$ cat src/rtl/rcdv_regs.vh
// Constants for the receive configuration and data valid block.
// Assumes a 200 MHz system clock that also serves as the crystal timebase.
`ifndef RCDV_REGS_VH
`define RCDV_REGS_VH

// Register subaddresses (write side and read side)
`define RCDV_ADDR_MAIN 8'h00
`define RCDV_ADDR_FILT 8'h03
`define RCDV_ADDR_MODE 8'h0B
`define RCDV_ADDR_WMIN 8'h0C
`define RCDV_ADDR_WMAX 8'h0D
`define RCDV_ADDR_RSSI 8'h0E
`define RCDV_ADDR_PER 8'h0F
`define RCDV_ADDR_MEAS 8'h80
`define RCDV_ADDR_STAT 8'h81

// Field positions in main_setup
`define RCDV_MAIN_PA_BIT 0
`define RCDV_MAIN_GAIN_BIT 4
`define RCDV_MAIN_TRX_BIT 10
`define RCDV_MAIN_MOD_BIT 11
`define RCDV_MAIN_PWD_BIT 14
`define RCDV_MAIN_SLICE_BIT 15

// Field positions in filter_setup
`define RCDV_FILT_CH_LSB 1
`define RCDV_FILT_CH_MSB 3
`define RCDV_FILT_DF_LSB 4
`define RCDV_FILT_DF_MSB 7

// Reset values
`define RCDV_MAIN_RST 16'h0011
`define RCDV_FILT_RST 8'h00
`define RCDV_MODE_RST 2'h0
`define RCDV_WMIN_RST 16'h0000
`define RCDV_WMAX_RST 16'hFFFF
`define RCDV_RSSI_RST 8'h80
`define RCDV_PER_RST 16'h1000

// Divider chain ratios
`define RCDV_DIV_TX 4'h6
`define RCDV_DIV_RX 4'h8

// Wake sequencer operating modes
`define RCDV_MODE_SLAVE 2'h0
`define RCDV_MODE_POLL 2'h1
`define RCDV_MODE_TIMER 2'h2

// Timer mode interrupt pulse: time in ns and derived cycle count
`define RCDV_CLK_MHZ 200
`define RCDV_TPULSE_NS 100
`define RCDV_TPULSE_CYC ((`RCDV_TPULSE_NS * `RCDV_CLK_MHZ + 999) / 1000)

`endif

$ cat src/rtl/rcdv_rate_win.v
// Data-rate window counter: counts clock cycles between rising edges of the sliced data.
// Assumes sliced data is synchronous to clk_i; the clock is the crystal timebase.
module rcdv_rate_win (
    input wire clk_i,
    input wire sys_rst_i,
    input wire enable_i,
    input wire sliced_data_i,
    input wire [15:0] win_min_i,
    input wire [15:0] win_max_i,
    output reg [15:0] period_o,
    output reg rate_ok_o
);
    reg data_d;
    reg [15:0] cnt;
    wire rise;

    assign rise = sliced_data_i & ~data_d;

    // Gate the count by data edges; saturate so a stalled line never wraps into the window
    always @(posedge clk_i or posedge sys_rst_i) begin
        if (sys_rst_i) begin
            data_d <= 1'b0;
            cnt <= 16'h0000;
            period_o <= 16'h0000;
            rate_ok_o <= 1'b0;
        end else if (!enable_i) begin
            data_d <= sliced_data_i;
            cnt <= 16'h0000;
            rate_ok_o <= 1'b0;
        end else begin
            data_d <= sliced_data_i;
            if (rise) begin
                period_o <= cnt; // RULE10
                rate_ok_o <= (cnt >= win_min_i) && (cnt <= win_max_i); // RULE10
                cnt <= 16'h0001;
            end else if (cnt != 16'hFFFF) begin
                cnt <= cnt + 16'h0001;
            end else begin
                rate_ok_o <= 1'b0; // Line went quiet: no valid rate
            end
        end
    end
endmodule // rcdv_rate_win

$ cat src/rtl/rcdv_top.v
// Receive path configuration registers, wake sequencer and data valid detector.
// Assumes the serial bus front end delivers decoded register writes and reads,
// and that all inputs are synchronous to clk_i.
// Functional notes
// (RULE1) main_setup bit 4 picks front amp gain, 1 high, resets to 1.
// (RULE2) Divider ratio 6 for transmit, 8 for receive, from select pin and bit 10.
// (RULE3) Channel filter bandwidth code from filter_setup bits 1 to 3.
// (RULE4) Data filter bandwidth code from filter_setup bits 4 to 7.
// (RULE5) Demodulated or amplitude path chosen by modulation pin and bit 11.
// (RULE6) Bit 15 picks slicer threshold: 0 RC lowpass, 1 peak detectors; resets 0.
// (RULE7) Power down when the pin requests it or bit 14 is set.
// (RULE8) Pin high means power down, pin low means device on.
// (RULE9) Wake sequencer offers slave, self polling and timer modes.
// (RULE10) Window counter measures data period in clocks and checks expected range.
// (RULE11) Signal strength compared against configured expected level.
// (RULE12) Self polling with both conditions true pulls the pin low.
// (RULE13) Pin is open drain only; outside party may pull it low too.
// (RULE14) Registers are writable and readable in every operating state.
// (RULE15) Window limits and strength threshold come from configuration registers.
`include "rcdv_regs.vh"
module rcdv_top (
    input wire clk_i,
    input wire sys_rst_i,
    input wire reg_wr_i,
    input wire [7:0] reg_waddr_i,
    input wire [15:0] reg_wdata_i,
    input wire [7:0] reg_raddr_i,
    output reg [15:0] reg_rdata_o,
    input wire tx_rx_select_pin_i,
    input wire modulation_select_pin_i,
    input wire powerdown_detect_pin_i,
    output reg powerdown_detect_pin_o,
    output reg powerdown_detect_pin_oe_n_o,
    input wire sliced_data_i,
    input wire [7:0] rssi_level_i,
    output reg front_amp_gain_sel_o,
    output reg pa_high_power_o,
    output reg [3:0] div_ratio_o,
    output reg amp_path_sel_o,
    output reg slicer_peak_sel_o,
    output reg [2:0] chan_bw_code_o,
    output reg [3:0] data_bw_code_o,
    output reg powerdown_o,
    output reg data_valid_o
);
    localparam ST_SLAVE = 3'd0;
    localparam ST_OFF = 3'd1;
    localparam ST_ON = 3'd2;
    localparam ST_DETECT = 3'd3;
    localparam ST_TWAIT = 3'd4;
    localparam ST_TPULSE = 3'd5;
    // Pulse count cut to the timer width on purpose; its value is far below 16 bits
    localparam [31:0] TPULSE_FULL = `RCDV_TPULSE_CYC;
    localparam [15:0] TPULSE_CYC = TPULSE_FULL[15:0];

    reg [15:0] main_setup;
    reg [7:0] filter_setup;
    reg [1:0] wake_mode;
    reg [15:0] win_min;
    reg [15:0] win_max;
    reg [7:0] rssi_thresh;
    reg [15:0] poll_period;
    reg [2:0] state;
    reg [2:0] next_state;
    reg [15:0] tmr;
    reg [15:0] next_tmr;
    reg rssi_ok;
    reg [15:0] next_rdata;
    wire [15:0] meas_period;
    wire rate_ok;
    wire meas_en;
    wire valid_now;

    // Decode shared by the write and read paths
    function hit;
        input [7:0] a;
        input [7:0] b;
        begin
            hit = (a == b);
        end
    endfunction

    // Configuration writes are taken in any state, including power down
    always @(posedge clk_i or posedge sys_rst_i) begin
        if (sys_rst_i) begin
            main_setup <= `RCDV_MAIN_RST; // RULE1 RULE6
            filter_setup <= `RCDV_FILT_RST;
            wake_mode <= `RCDV_MODE_RST;
            win_min <= `RCDV_WMIN_RST;
            win_max <= `RCDV_WMAX_RST;
            rssi_thresh <= `RCDV_RSSI_RST;
            poll_period <= `RCDV_PER_RST;
        end else if (reg_wr_i) begin
            if (hit(reg_waddr_i, `RCDV_ADDR_MAIN)) main_setup <= reg_wdata_i; // RULE14
            if (hit(reg_waddr_i, `RCDV_ADDR_FILT)) filter_setup <= reg_wdata_i[7:0];
            if (hit(reg_waddr_i, `RCDV_ADDR_MODE)) wake_mode <= reg_wdata_i[1:0];
            if (hit(reg_waddr_i, `RCDV_ADDR_WMIN)) win_min <= reg_wdata_i; // RULE15
            if (hit(reg_waddr_i, `RCDV_ADDR_WMAX)) win_max <= reg_wdata_i; // RULE15
            if (hit(reg_waddr_i, `RCDV_ADDR_RSSI)) rssi_thresh <= reg_wdata_i[7:0]; // RULE15
            if (hit(reg_waddr_i, `RCDV_ADDR_PER)) poll_period <= reg_wdata_i;
        end
    end

    // Measurement only runs in the polling on and detect states (ST_ON, ST_DETECT)
    assign meas_en = (state == ST_ON) || (state == ST_DETECT);

    rcdv_rate_win u_rate (
        .clk_i(clk_i),
        .sys_rst_i(sys_rst_i),
        .enable_i(meas_en),
        .sliced_data_i(sliced_data_i),
        .win_min_i(win_min),
        .win_max_i(win_max),
        .period_o(meas_period),
        .rate_ok_o(rate_ok)
    );

    // Strength compare is registered to line up with the rate result
    always @(posedge clk_i or posedge sys_rst_i) begin
        if (sys_rst_i) begin
            rssi_ok <= 1'b0;
        end else begin
            rssi_ok <= meas_en && (rssi_level_i >= rssi_thresh); // RULE11
        end
    end

    assign valid_now = rate_ok & rssi_ok;

    // Wake sequencer; a mode write takes effect from any state
    always @* begin
        next_state = state;
        next_tmr = tmr;
        case (state)
            ST_SLAVE: begin
                if (wake_mode == `RCDV_MODE_POLL) begin // RULE9
                    next_state = ST_OFF;
                    next_tmr = poll_period;
                end else if (wake_mode == `RCDV_MODE_TIMER) begin // RULE9
                    next_state = ST_TWAIT;
                    next_tmr = poll_period;
                end
            end
            ST_OFF: begin
                if (wake_mode != `RCDV_MODE_POLL) begin
                    next_state = ST_SLAVE;
                end else if (tmr <= 16'h0001) begin
                    next_state = ST_ON;
                    next_tmr = poll_period;
                end else begin
                    next_tmr = tmr - 16'h0001;
                end
            end
            ST_ON: begin
                if (wake_mode != `RCDV_MODE_POLL) begin
                    next_state = ST_SLAVE;
                end else if (valid_now) begin
                    next_state = ST_DETECT; // RULE12
                end else if (tmr <= 16'h0001) begin
                    next_state = ST_OFF;
                    next_tmr = poll_period;
                end else begin
                    next_tmr = tmr - 16'h0001;
                end
            end
            ST_DETECT: begin
                // Hold the interrupt while valid data lasts, then resume polling
                if (wake_mode != `RCDV_MODE_POLL) begin
                    next_state = ST_SLAVE;
                end else if (!valid_now) begin
                    next_state = ST_OFF;
                    next_tmr = poll_period;
                end
            end
            ST_TWAIT: begin
                if (wake_mode != `RCDV_MODE_TIMER) begin
                    next_state = ST_SLAVE;
                end else if (tmr <= 16'h0001) begin
                    next_state = ST_TPULSE;
                    next_tmr = TPULSE_CYC;
                end else begin
                    next_tmr = tmr - 16'h0001;
                end
            end
            ST_TPULSE: begin
                if (wake_mode != `RCDV_MODE_TIMER) begin
                    next_state = ST_SLAVE;
                end else if (tmr <= 16'h0001) begin
                    next_state = ST_TWAIT;
                    next_tmr = poll_period;
                end else begin
                    next_tmr = tmr - 16'h0001;
                end
            end
            default: begin
                next_state = ST_SLAVE;
                next_tmr = 16'h0000;
            end
        endcase
    end

    always @(posedge clk_i or posedge sys_rst_i) begin
        if (sys_rst_i) begin
            state <= ST_SLAVE;
            tmr <= 16'h0000;
        end else begin
            state <= next_state;
            tmr <= next_tmr;
        end
    end

    // Open drain pin: only ever drives low, pull-up gives the high level.
    // An outside low on the pin is simply read back as device on.
    always @(posedge clk_i or posedge sys_rst_i) begin
        if (sys_rst_i) begin
            powerdown_detect_pin_o <= 1'b0;
            powerdown_detect_pin_oe_n_o <= 1'b1;
            data_valid_o <= 1'b0;
        end else begin
            powerdown_detect_pin_o <= 1'b0; // RULE13
            powerdown_detect_pin_oe_n_o <= !((next_state == ST_DETECT) ||
                (next_state == ST_TPULSE)); // RULE12 RULE13
            data_valid_o <= (next_state == ST_DETECT);
        end
    end

    // Analog control outputs decoded from the setup registers and pins
    always @(posedge clk_i or posedge sys_rst_i) begin
        if (sys_rst_i) begin
            front_amp_gain_sel_o <= 1'b1;
            pa_high_power_o <= 1'b1;
            div_ratio_o <= `RCDV_DIV_RX;
            amp_path_sel_o <= 1'b0;
            slicer_peak_sel_o <= 1'b0;
            chan_bw_code_o <= 3'h0;
            data_bw_code_o <= 4'h0;
            powerdown_o <= 1'b1;
        end else begin
            front_amp_gain_sel_o <= main_setup[`RCDV_MAIN_GAIN_BIT]; // RULE1
            pa_high_power_o <= main_setup[`RCDV_MAIN_PA_BIT];
            div_ratio_o <= (tx_rx_select_pin_i | main_setup[`RCDV_MAIN_TRX_BIT]) ?
                `RCDV_DIV_TX : `RCDV_DIV_RX; // RULE2
            amp_path_sel_o <= modulation_select_pin_i |
                main_setup[`RCDV_MAIN_MOD_BIT]; // RULE5
            slicer_peak_sel_o <= main_setup[`RCDV_MAIN_SLICE_BIT]; // RULE6
            chan_bw_code_o <= filter_setup[`RCDV_FILT_CH_MSB:`RCDV_FILT_CH_LSB]; // RULE3
            data_bw_code_o <= filter_setup[`RCDV_FILT_DF_MSB:`RCDV_FILT_DF_LSB]; // RULE4
            // Polling off phase also sleeps; a high pin or bit 14 powers down in every state
            powerdown_o <= powerdown_detect_pin_i | main_setup[`RCDV_MAIN_PWD_BIT] |
                (next_state == ST_OFF); // RULE7 RULE8
        end
    end

    // Read mux; unmapped subaddresses read zero
    always @* begin
        next_rdata = 16'h0000;
        if (hit(reg_raddr_i, `RCDV_ADDR_MAIN)) next_rdata = main_setup;
        if (hit(reg_raddr_i, `RCDV_ADDR_FILT)) next_rdata = {8'h00, filter_setup};
        if (hit(reg_raddr_i, `RCDV_ADDR_MODE)) next_rdata = {14'h0000, wake_mode};
        if (hit(reg_raddr_i, `RCDV_ADDR_WMIN)) next_rdata = win_min;
        if (hit(reg_raddr_i, `RCDV_ADDR_WMAX)) next_rdata = win_max;
        if (hit(reg_raddr_i, `RCDV_ADDR_RSSI)) next_rdata = {8'h00, rssi_thresh};
        if (hit(reg_raddr_i, `RCDV_ADDR_PER)) next_rdata = poll_period;
        if (hit(reg_raddr_i, `RCDV_ADDR_MEAS)) next_rdata = meas_period;
        if (hit(reg_raddr_i, `RCDV_ADDR_STAT)) next_rdata = {11'h000, state, rssi_ok, rate_ok};
    end

    always @(posedge clk_i or posedge sys_rst_i) begin
        if (sys_rst_i) begin
            reg_rdata_o <= 16'h0000;
        end else begin
            reg_rdata_o <= next_rdata; // RULE14
        end
    end
endmodule // rcdv_top

$ cat config.mk
export PLATFORM = sky130hd
export DESIGN_NAME = rcdv_top
export DESIGN_NICKNAME = d
export VERILOG_FILES = /design/src/rtl/rcdv_rate_win.v /design/src/rtl/rcdv_top.v
export VERILOG_INCLUDE_DIRS = /design/src /design/src/rtl
export SDC_FILE = /design/constraint.sdc
export NUM_CORES = 1
export LEC_CHECK = 0
export ABC_CLOCK_PERIOD_IN_PS = 6300
export CAP_MARGIN = 20
export CORE_ASPECT_RATIO = 1.1
export CORE_MARGIN = 2
export CORE_UTILIZATION = 27
export DETAILED_ROUTE_END_ITERATION = 8
export DONT_BUFFER_PORTS = 1
export HOLD_SLACK_MARGIN = 0.03
export PLACE_DENSITY_LB_ADDON = 0.2
export SYNTH_ARGS = -nofsm -noshare
export SYNTH_HDL_FRONTEND = slang
export SYNTH_SLANG_ARGS = --single-unit
$ cat constraint.sdc
create_clock -name clk_i -period 6.3 [get_ports clk_i]
set_input_delay 1.26 -clock clk_i [delete_from_list [all_inputs] [get_ports clk_i]]
set_output_delay 1.26 -clock clk_i [all_outputs]
set_load 0.01 [all_outputs]
# Word level (Yosys, flattened, before mapping)
# Cells that the tools add are included.
# W data, S select, Z words.
totals:
  regBits: 170
  inputBits: 47
  out_inout_bits: 35
  wordCells: 134
op_classes:
  order_cmp: 4
  muxes: 42
  reduce_logical: 17
  n_eq_ne: 37
  n_bitwise: 7
  n_addsub: 2
op_table:
  columns: ["op", "count"]
  rows:
  - ["$mux W16", 23]
  - ["$pmux W16 S6", 1]
  - ["$eq A8 B4 Y1 const B", 10]
  - ["$mux W3", 13]
  - ["$pmux W3 S6", 1]
  - ["$add A16 B1 Y16 const B", 1]
  - ["$eq A8 B2 Y1 const B", 2]
  - ["$eq A8 B8 Y1 const B", 2]
  - ["$ge A16 B16 Y1", 1]
  - ["$le A16 B1 Y1 const B", 1]
  - ["$le A16 B16 Y1", 1]
  - ["$logic_not A8 Y1", 2]
  - ["$ne A16 B16 Y1 const B", 1]
  - ["$ne A2 B2 Y1 const B", 8]
  - ["$reduce_and A2 Y1", 8]
  - ["$sub A16 B1 Y16 const B", 1]
  - ["$eq A3 B2 Y1 const B", 3]
  - ["$eq A3 B3 Y1 const B", 3]
  - ["$ge A8 B8 Y1", 1]
  - ["$reduce_and A8 Y1", 1]
  - ["$eq A3 B1 Y1 const B", 2]
  - ["$mux W4", 1]
  - ["$or A1 B1 Y1", 4]
  - ["$logic_not A3 Y1", 1]
  - ["other kinds (12)", 17]

# Longest topological paths before layout
logic_depth:
  depth_word: 10
  depth_mapped: 9
  ltp_nobuf: 7

# Cells and area by module
# A second synthesis with hierarchy kept.
hier_totals:
  hier_cells: 788
  area_unflattened_um2: 8647.0
modules_own_cells:
  columns: ["mod", "area_per_inst_um2", "cells_per_inst", "seq_area_each_um2", "instances"]
  rows:
  - ["rcdv_top", 6394.9, 560, 3384.5, 1]
  - ["rcdv_rate_win", 2252.2, 228, 850.8, 1]

# Worst setup path after synthesis
# No wires, ideal clock.
synth_path:
  kind: "input to register"
  from: "in reg_waddr_i[5]"
  to: "reg main_setup[13]"
  required_time_ns: 6.175
  stages: 6
  slack_ns: 3.318
  setup_ns: 0.125
  arrival_time_ns: 2.857
  path_buffers: 1
  path_cell_list: "nor4_1 -> and2_1 -> nand2b_1 -> nor4_2 -> buf_2 -> mux2_2"
synth_between:
  elab_chain_cells: 2
synth_rtl:
  columns: ["item", "line_no", "source"]
  rows:
  - ["from (decl)", "rcdv_top.v:25", "input wire [7:0] reg_waddr_i,"]
  - ["$logic_not A8 Y1", "rcdv_top.v:79", "hit = (a == b);"]
  - ["$reduce_and A2 Y1 (no line)", null, null]
  - ["to (signal assigned)", "rcdv_top.v:86", "main_setup <= `RCDV_MAIN_RST;"]
  - ["to (signal assigned)", "rcdv_top.v:94", "if (hit(reg_waddr_i, `RCDV_ADDR_MAIN)) main_setup <= reg_wdata_i;"]
  - ["to (decl)", "rcdv_top.v:56", "reg [15:0] main_setup;"]
# No other way between the ends.
# A chain may end at the register's enable or synchronous reset.

# Worst setup path in the final report
layout_path:
  from: "in reg_raddr_i[5]"
  to: "reg reg_rdata_o[2]"
layout_between:
  elab_chain_cells: 10
  word_cells_on_any_way: 18
  classes_between: "8 x eq/ne; 9 x mux; 1 x reduce/logical"
layout_rtl:
  columns: ["item", "line_no", "source"]
  rows:
  - ["from (decl)", "rcdv_top.v:27", "input wire [7:0] reg_raddr_i,"]
  - ["$logic_not A8 Y1", "rcdv_top.v:79", null]
  - ["$mux W16", "rcdv_top.v:256", "if (hit(reg_raddr_i, `RCDV_ADDR_MAIN)) next_rdata = main_setup;"]
  - ["$mux W16", "rcdv_top.v:257", "if (hit(reg_raddr_i, `RCDV_ADDR_FILT)) next_rdata = {8'h00, filter_setup};"]
  - ["$mux W16", "rcdv_top.v:258", "if (hit(reg_raddr_i, `RCDV_ADDR_MODE)) next_rdata = {14'h0000, wake_mode};"]
  - ["$mux W16", "rcdv_top.v:259", "if (hit(reg_raddr_i, `RCDV_ADDR_WMIN)) next_rdata = win_min;"]
  - ["$mux W16", "rcdv_top.v:260", "if (hit(reg_raddr_i, `RCDV_ADDR_WMAX)) next_rdata = win_max;"]
  - ["$mux W16", "rcdv_top.v:261", "if (hit(reg_raddr_i, `RCDV_ADDR_RSSI)) next_rdata = {8'h00, rssi_thresh};"]
  - ["$mux W16", "rcdv_top.v:262", "if (hit(reg_raddr_i, `RCDV_ADDR_PER)) next_rdata = poll_period;"]
  - ["$mux W16", "rcdv_top.v:263", "if (hit(reg_raddr_i, `RCDV_ADDR_MEAS)) next_rdata = meas_period;"]
  - ["$mux W16 (*)", "rcdv_top.v:264", "if (hit(reg_raddr_i, `RCDV_ADDR_STAT)) next_rdata = {11'h000, state, rssi_ok, rate_ok};"]
  - ["net next_rdata[2]", "rcdv_top.v:68", "reg [15:0] next_rdata;"]
  - ["to (signal assigned)", "rcdv_top.v:271", "reg_rdata_o <= next_rdata;"]
  - ["to (decl)", "rcdv_top.v:28", "output reg [15:0] reg_rdata_o,"]
# The timed path passes the listed nets; every way through them passes the cells marked *.

==> results.py <==
metrics = {
    "placement": {
        "place_congestion": 0.823,
        "port_buffers": 0,
        "dp_slack_ns": 3.06,
        "dp_hpwl_um": 19200,
    },
    "sta": {
        "slew_violations": 0,
        "min_period_ns": 2.80,
        "finClkSkew_ns": 0.00962,
        "setup_viol": 0,
        "finalCritPeriodShare": 0.444,
        "relSlewSlack": 0.414,
        "rsz0062_at_grt": "false",
        "max_freq_ghz": 0.357,
        "hold_violations": 0,
        "finalWorstSetupSlack_ns": 3.50,
        "tns_ns": 0,
        "worst_pin_slew_ns": 0.874,
    },
    "grt": {
        "grt_pass1_vias": 6447,
        "grt_antenna_before_repair": 1,
        "top_usage_layer": "met2",
        "use_met3": 0.0320,
        "grt_max_degree": 67,
        "grtUsageTotal": 0.157,
        "grt_util_met1": 0.205,
        "use_met2": 0.260,
        "grt_pass1_wl_um": 40600,
        "overflow": 0,
    },
    "setup_path": {
        "startpoint_type": "input port",
        "critical_path_class": "input port to flop",
        "slowest_delay_ns": 0.61,
        "ff2ff_path_depth": 7,
        "crit_chain": "nor4_2, nand3_1, nor3_1, a222oi_1, a21oi_1",
        "r2r-start": "tmr[0]",
        "crit_start": "reg_raddr_i[5]",
        "required_ns": 6.65,
        "crit_slowest_cell": "nor4_2",
        "crit_path_max_fanout": 10,
        "crit_path_end_kind": "flop",
        "crit_arrival_ns": 3.15,
    },
    "clocking": {
        "h-tree-depth": 4,
        "clk_pin_slew_ns": 0.06,
        "tritoncts": "yes",
        "clkLatencyLatePin_ns": 0.44,
        "clock_path_buffers": 2,
        "cts_made_buffers": 17,
        "ctsHoldBuffers": 0,
        "cts.sinks": 168,
        "post_cts.repair.setup_buffers": 0,
        "cts_resized": 0,
        "root_buffer": "clkbuf_16",
    },
    "synth": {
        "syn_avg_cell_area_um2": 11.2,
        "synth_edf_count": 0,
        "async_flop_share": 1.00,
        "ys_types": 71,
        "syn_area_um2": 8870,
        "yosys_warnings": 0,
        "ys_seq_area_frac": 0.477,
        "netlist_instances": 793,
        "synth-main-ff-cell": "dfrtp_1",
        "synth_seq_cells": 168,
    },
    "final_layout": {
        "synthToLayoutAreaGrowth_pct": 11.7,
        "diodes": 0,
        "fillCellCount": 3334,
        "num-nets-final": 880,
        "drive_gt1_frac": 0.233,
    },
    "die": {
        "fp.dieH_um": 194,
        "rows": 69,
        "ioPinCount": 82,
        "die_width_um": 177,
        "dieArea_um2": 34300,
        "start_util": 0.274,
        "core-area_um2": 32400,
    },
    "power": {
        "peakVddDrop_uv": 219,
        "internal_power_uw": 2080,
        "power_density_nw_per_um2": 320,
        "netSwitchingPower_uw": 1090,
        "p_comb_frac": 0.271,
        "p_seq_frac": 0.391,
        "leakage_uw": 0.00437,
        "netSwitchingFraction": 0.342,
        "clockPowerShare": 0.338,
    },
    "route": {
        "drc": 0,
        "vias_per_cell": 5.13,
        "dr.pass1.iters": 7,
        "wirelength_um": 26100,
        "antenna_left": 0,
        "first_iter_violations": 458,
        "wl_per_cell_um": 21.3,
        "vias": 6293,
    },
    "hold_path": {
        "hold_path_startpoint": "main_setup[4]",
        "hp-class": "flop to flop",
        "whs_path_depth": 0,
    },
    "run": {
        "cap_violations": 0,
    },
    "status": {
        "outcome": "completed",
    },
}
-- flip-flops by register name, indices dropped and copies added (netlist names), 8 cells and up --
register / flops
poll_period: 16
tmr: 16
win_min: 16
u_rate.period_o: 16
filter_setup: 8
win_max: 16
reg_rdata_o: 16
rssi_thresh: 8
main_setup: 16
u_rate.cnt: 16
-- synth_stat cells, drive strengths merged, types with 5 or more instances --
cell type  number  share of area
ha             45          0.063
mux2           98           0.12
buf            16          0.012
nor3b           9         0.0076
a21o            7         0.0059
and3            8         0.0056
or2             6         0.0042
dfrtp         143           0.40
mux2i           8         0.0090
nand4          10         0.0070
a222oi          9          0.010
inv            52          0.022
a22oi          11         0.0093
a221o          13          0.015
or4             5         0.0051
xor2            6         0.0059
a31oi           6         0.0042
o31ai           8         0.0068
a211oi          8         0.0068
nor2           26          0.013
nand2b          9         0.0063
nor3           21          0.014
nor4           12          0.011
o22ai           5         0.0035
nor2b           5         0.0035
nand3          22          0.012
o21ai          33          0.019
a21oi          26          0.015
and2            5         0.0035
clkbuf         18         0.0076
dfstp          25          0.074
nand2          57          0.024
xnor2           9         0.0089
nor4b           6         0.0059
-- final cells by class --
| class | count | area, µm² | share of cell area |
|---|---|---|---|
| multi-input combinational | 540 | 4290 | 0.432 |
| tap | 426 | 533 | 0.0537 |
| clock buffer | 23 | 478 | 0.0482 |
| clock inverter | 9 | 116 | 0.0117 |
| timing repair buffer | 9 | 67.6 | 0.00681 |
| sequential | 168 | 4240 | 0.427 |
| inverter | 52 | 200 | 0.0202 |
-- through the flow --
stage	power, µW	instance area [µm²]	cells	hold WS [ns]	util
6_report	3170	9920	1227	0.385	0.306
5_1_grt	3330	9920	1227	0.387	0.306
4_1_cts	3190	9920	1227	0.389	0.306
3_5_place_dp	2110	9320	1195	0.382	0.288
3_3_place_gp	2110	9320	1195	0.382	0.288
2_1_floorplan	1970	8880	794	0.357	-
-- layout by cell type, fill, tap and decap left out, types with 7 or more instances in the layout --
cell and count:
dfrtp_1 143, o31ai_1 8, a21oi_1 26, o21ai_0 28
buf_4 9, xnor2_1 9, dfstp_2 25, a221o_1 13
a22oi_1 11, nor3b_1 9, inv_1 51, nor2_1 25
nand3_1 22, nor4_1 8, clkbuf_16 17, and3_1 8
a222oi_1 9, ha_1 45, mux2i_1 8, nand2b_1 9
a21o_1 7, nand4_1 10, mux2_2 98, nand2_1 56
nor3_1 18, a211oi_1 8
-- worst max-delay path: cells and delay by family --
| family | cells | cell delay, ns |
|---|---|---|
| and+or+nand+nor | 3 | 1.57 |
| AOI/OAI and AO/OA | 2 | 0.32 |
-- cells by family (layout without fill, tap and decap cells) --
group           Yosys count  after routing  share of synthesized area
flops                   168            168                      0.477
other cells               1              2                   0.000423
fa+ha+maj                45             45                     0.0634
simple gates            212            212                      0.134
mux                     109            109                      0.141
xor+xnor                 15             15                     0.0148
buf+inv                  86             93                     0.0412
compound gates          157            157                      0.128
-- layer usage --
layer,part of all wire,routed length (µm)
met3,0.036,949
met5,0,0
met1,0.45,11700
met2,0.49,12800
met4,0.024,632
-- worst paths after layout --
check | endpoint | slack, ns
setup reg to reg | tmr[2] | 3.76
hold reg to reg | front_amp_gain_sel_o | 0.38
max in group asynchronous | poll_period[9] | 4.33
min in group asynchronous | filter_setup[2] | 0.79
setup / recovery | reg_rdata_o[2] | 3.50
hold / removal | front_amp_gain_sel_o | 0.38
-- power groups by stage --
stage | Sequential [µW] | Clock, µW | Combinational [µW]
after floorplan | 1220 | 0 | 749
after global placement | 1260 | 0 | 856
after detailed placement | 1260 | 0 | 855
after CTS | 1240 | 1100 | 857
after global routing | 1250 | 1140 | 945
final | 1240 | 1070 | 859
Note: power is estimated with default switching activity, not from simulation.
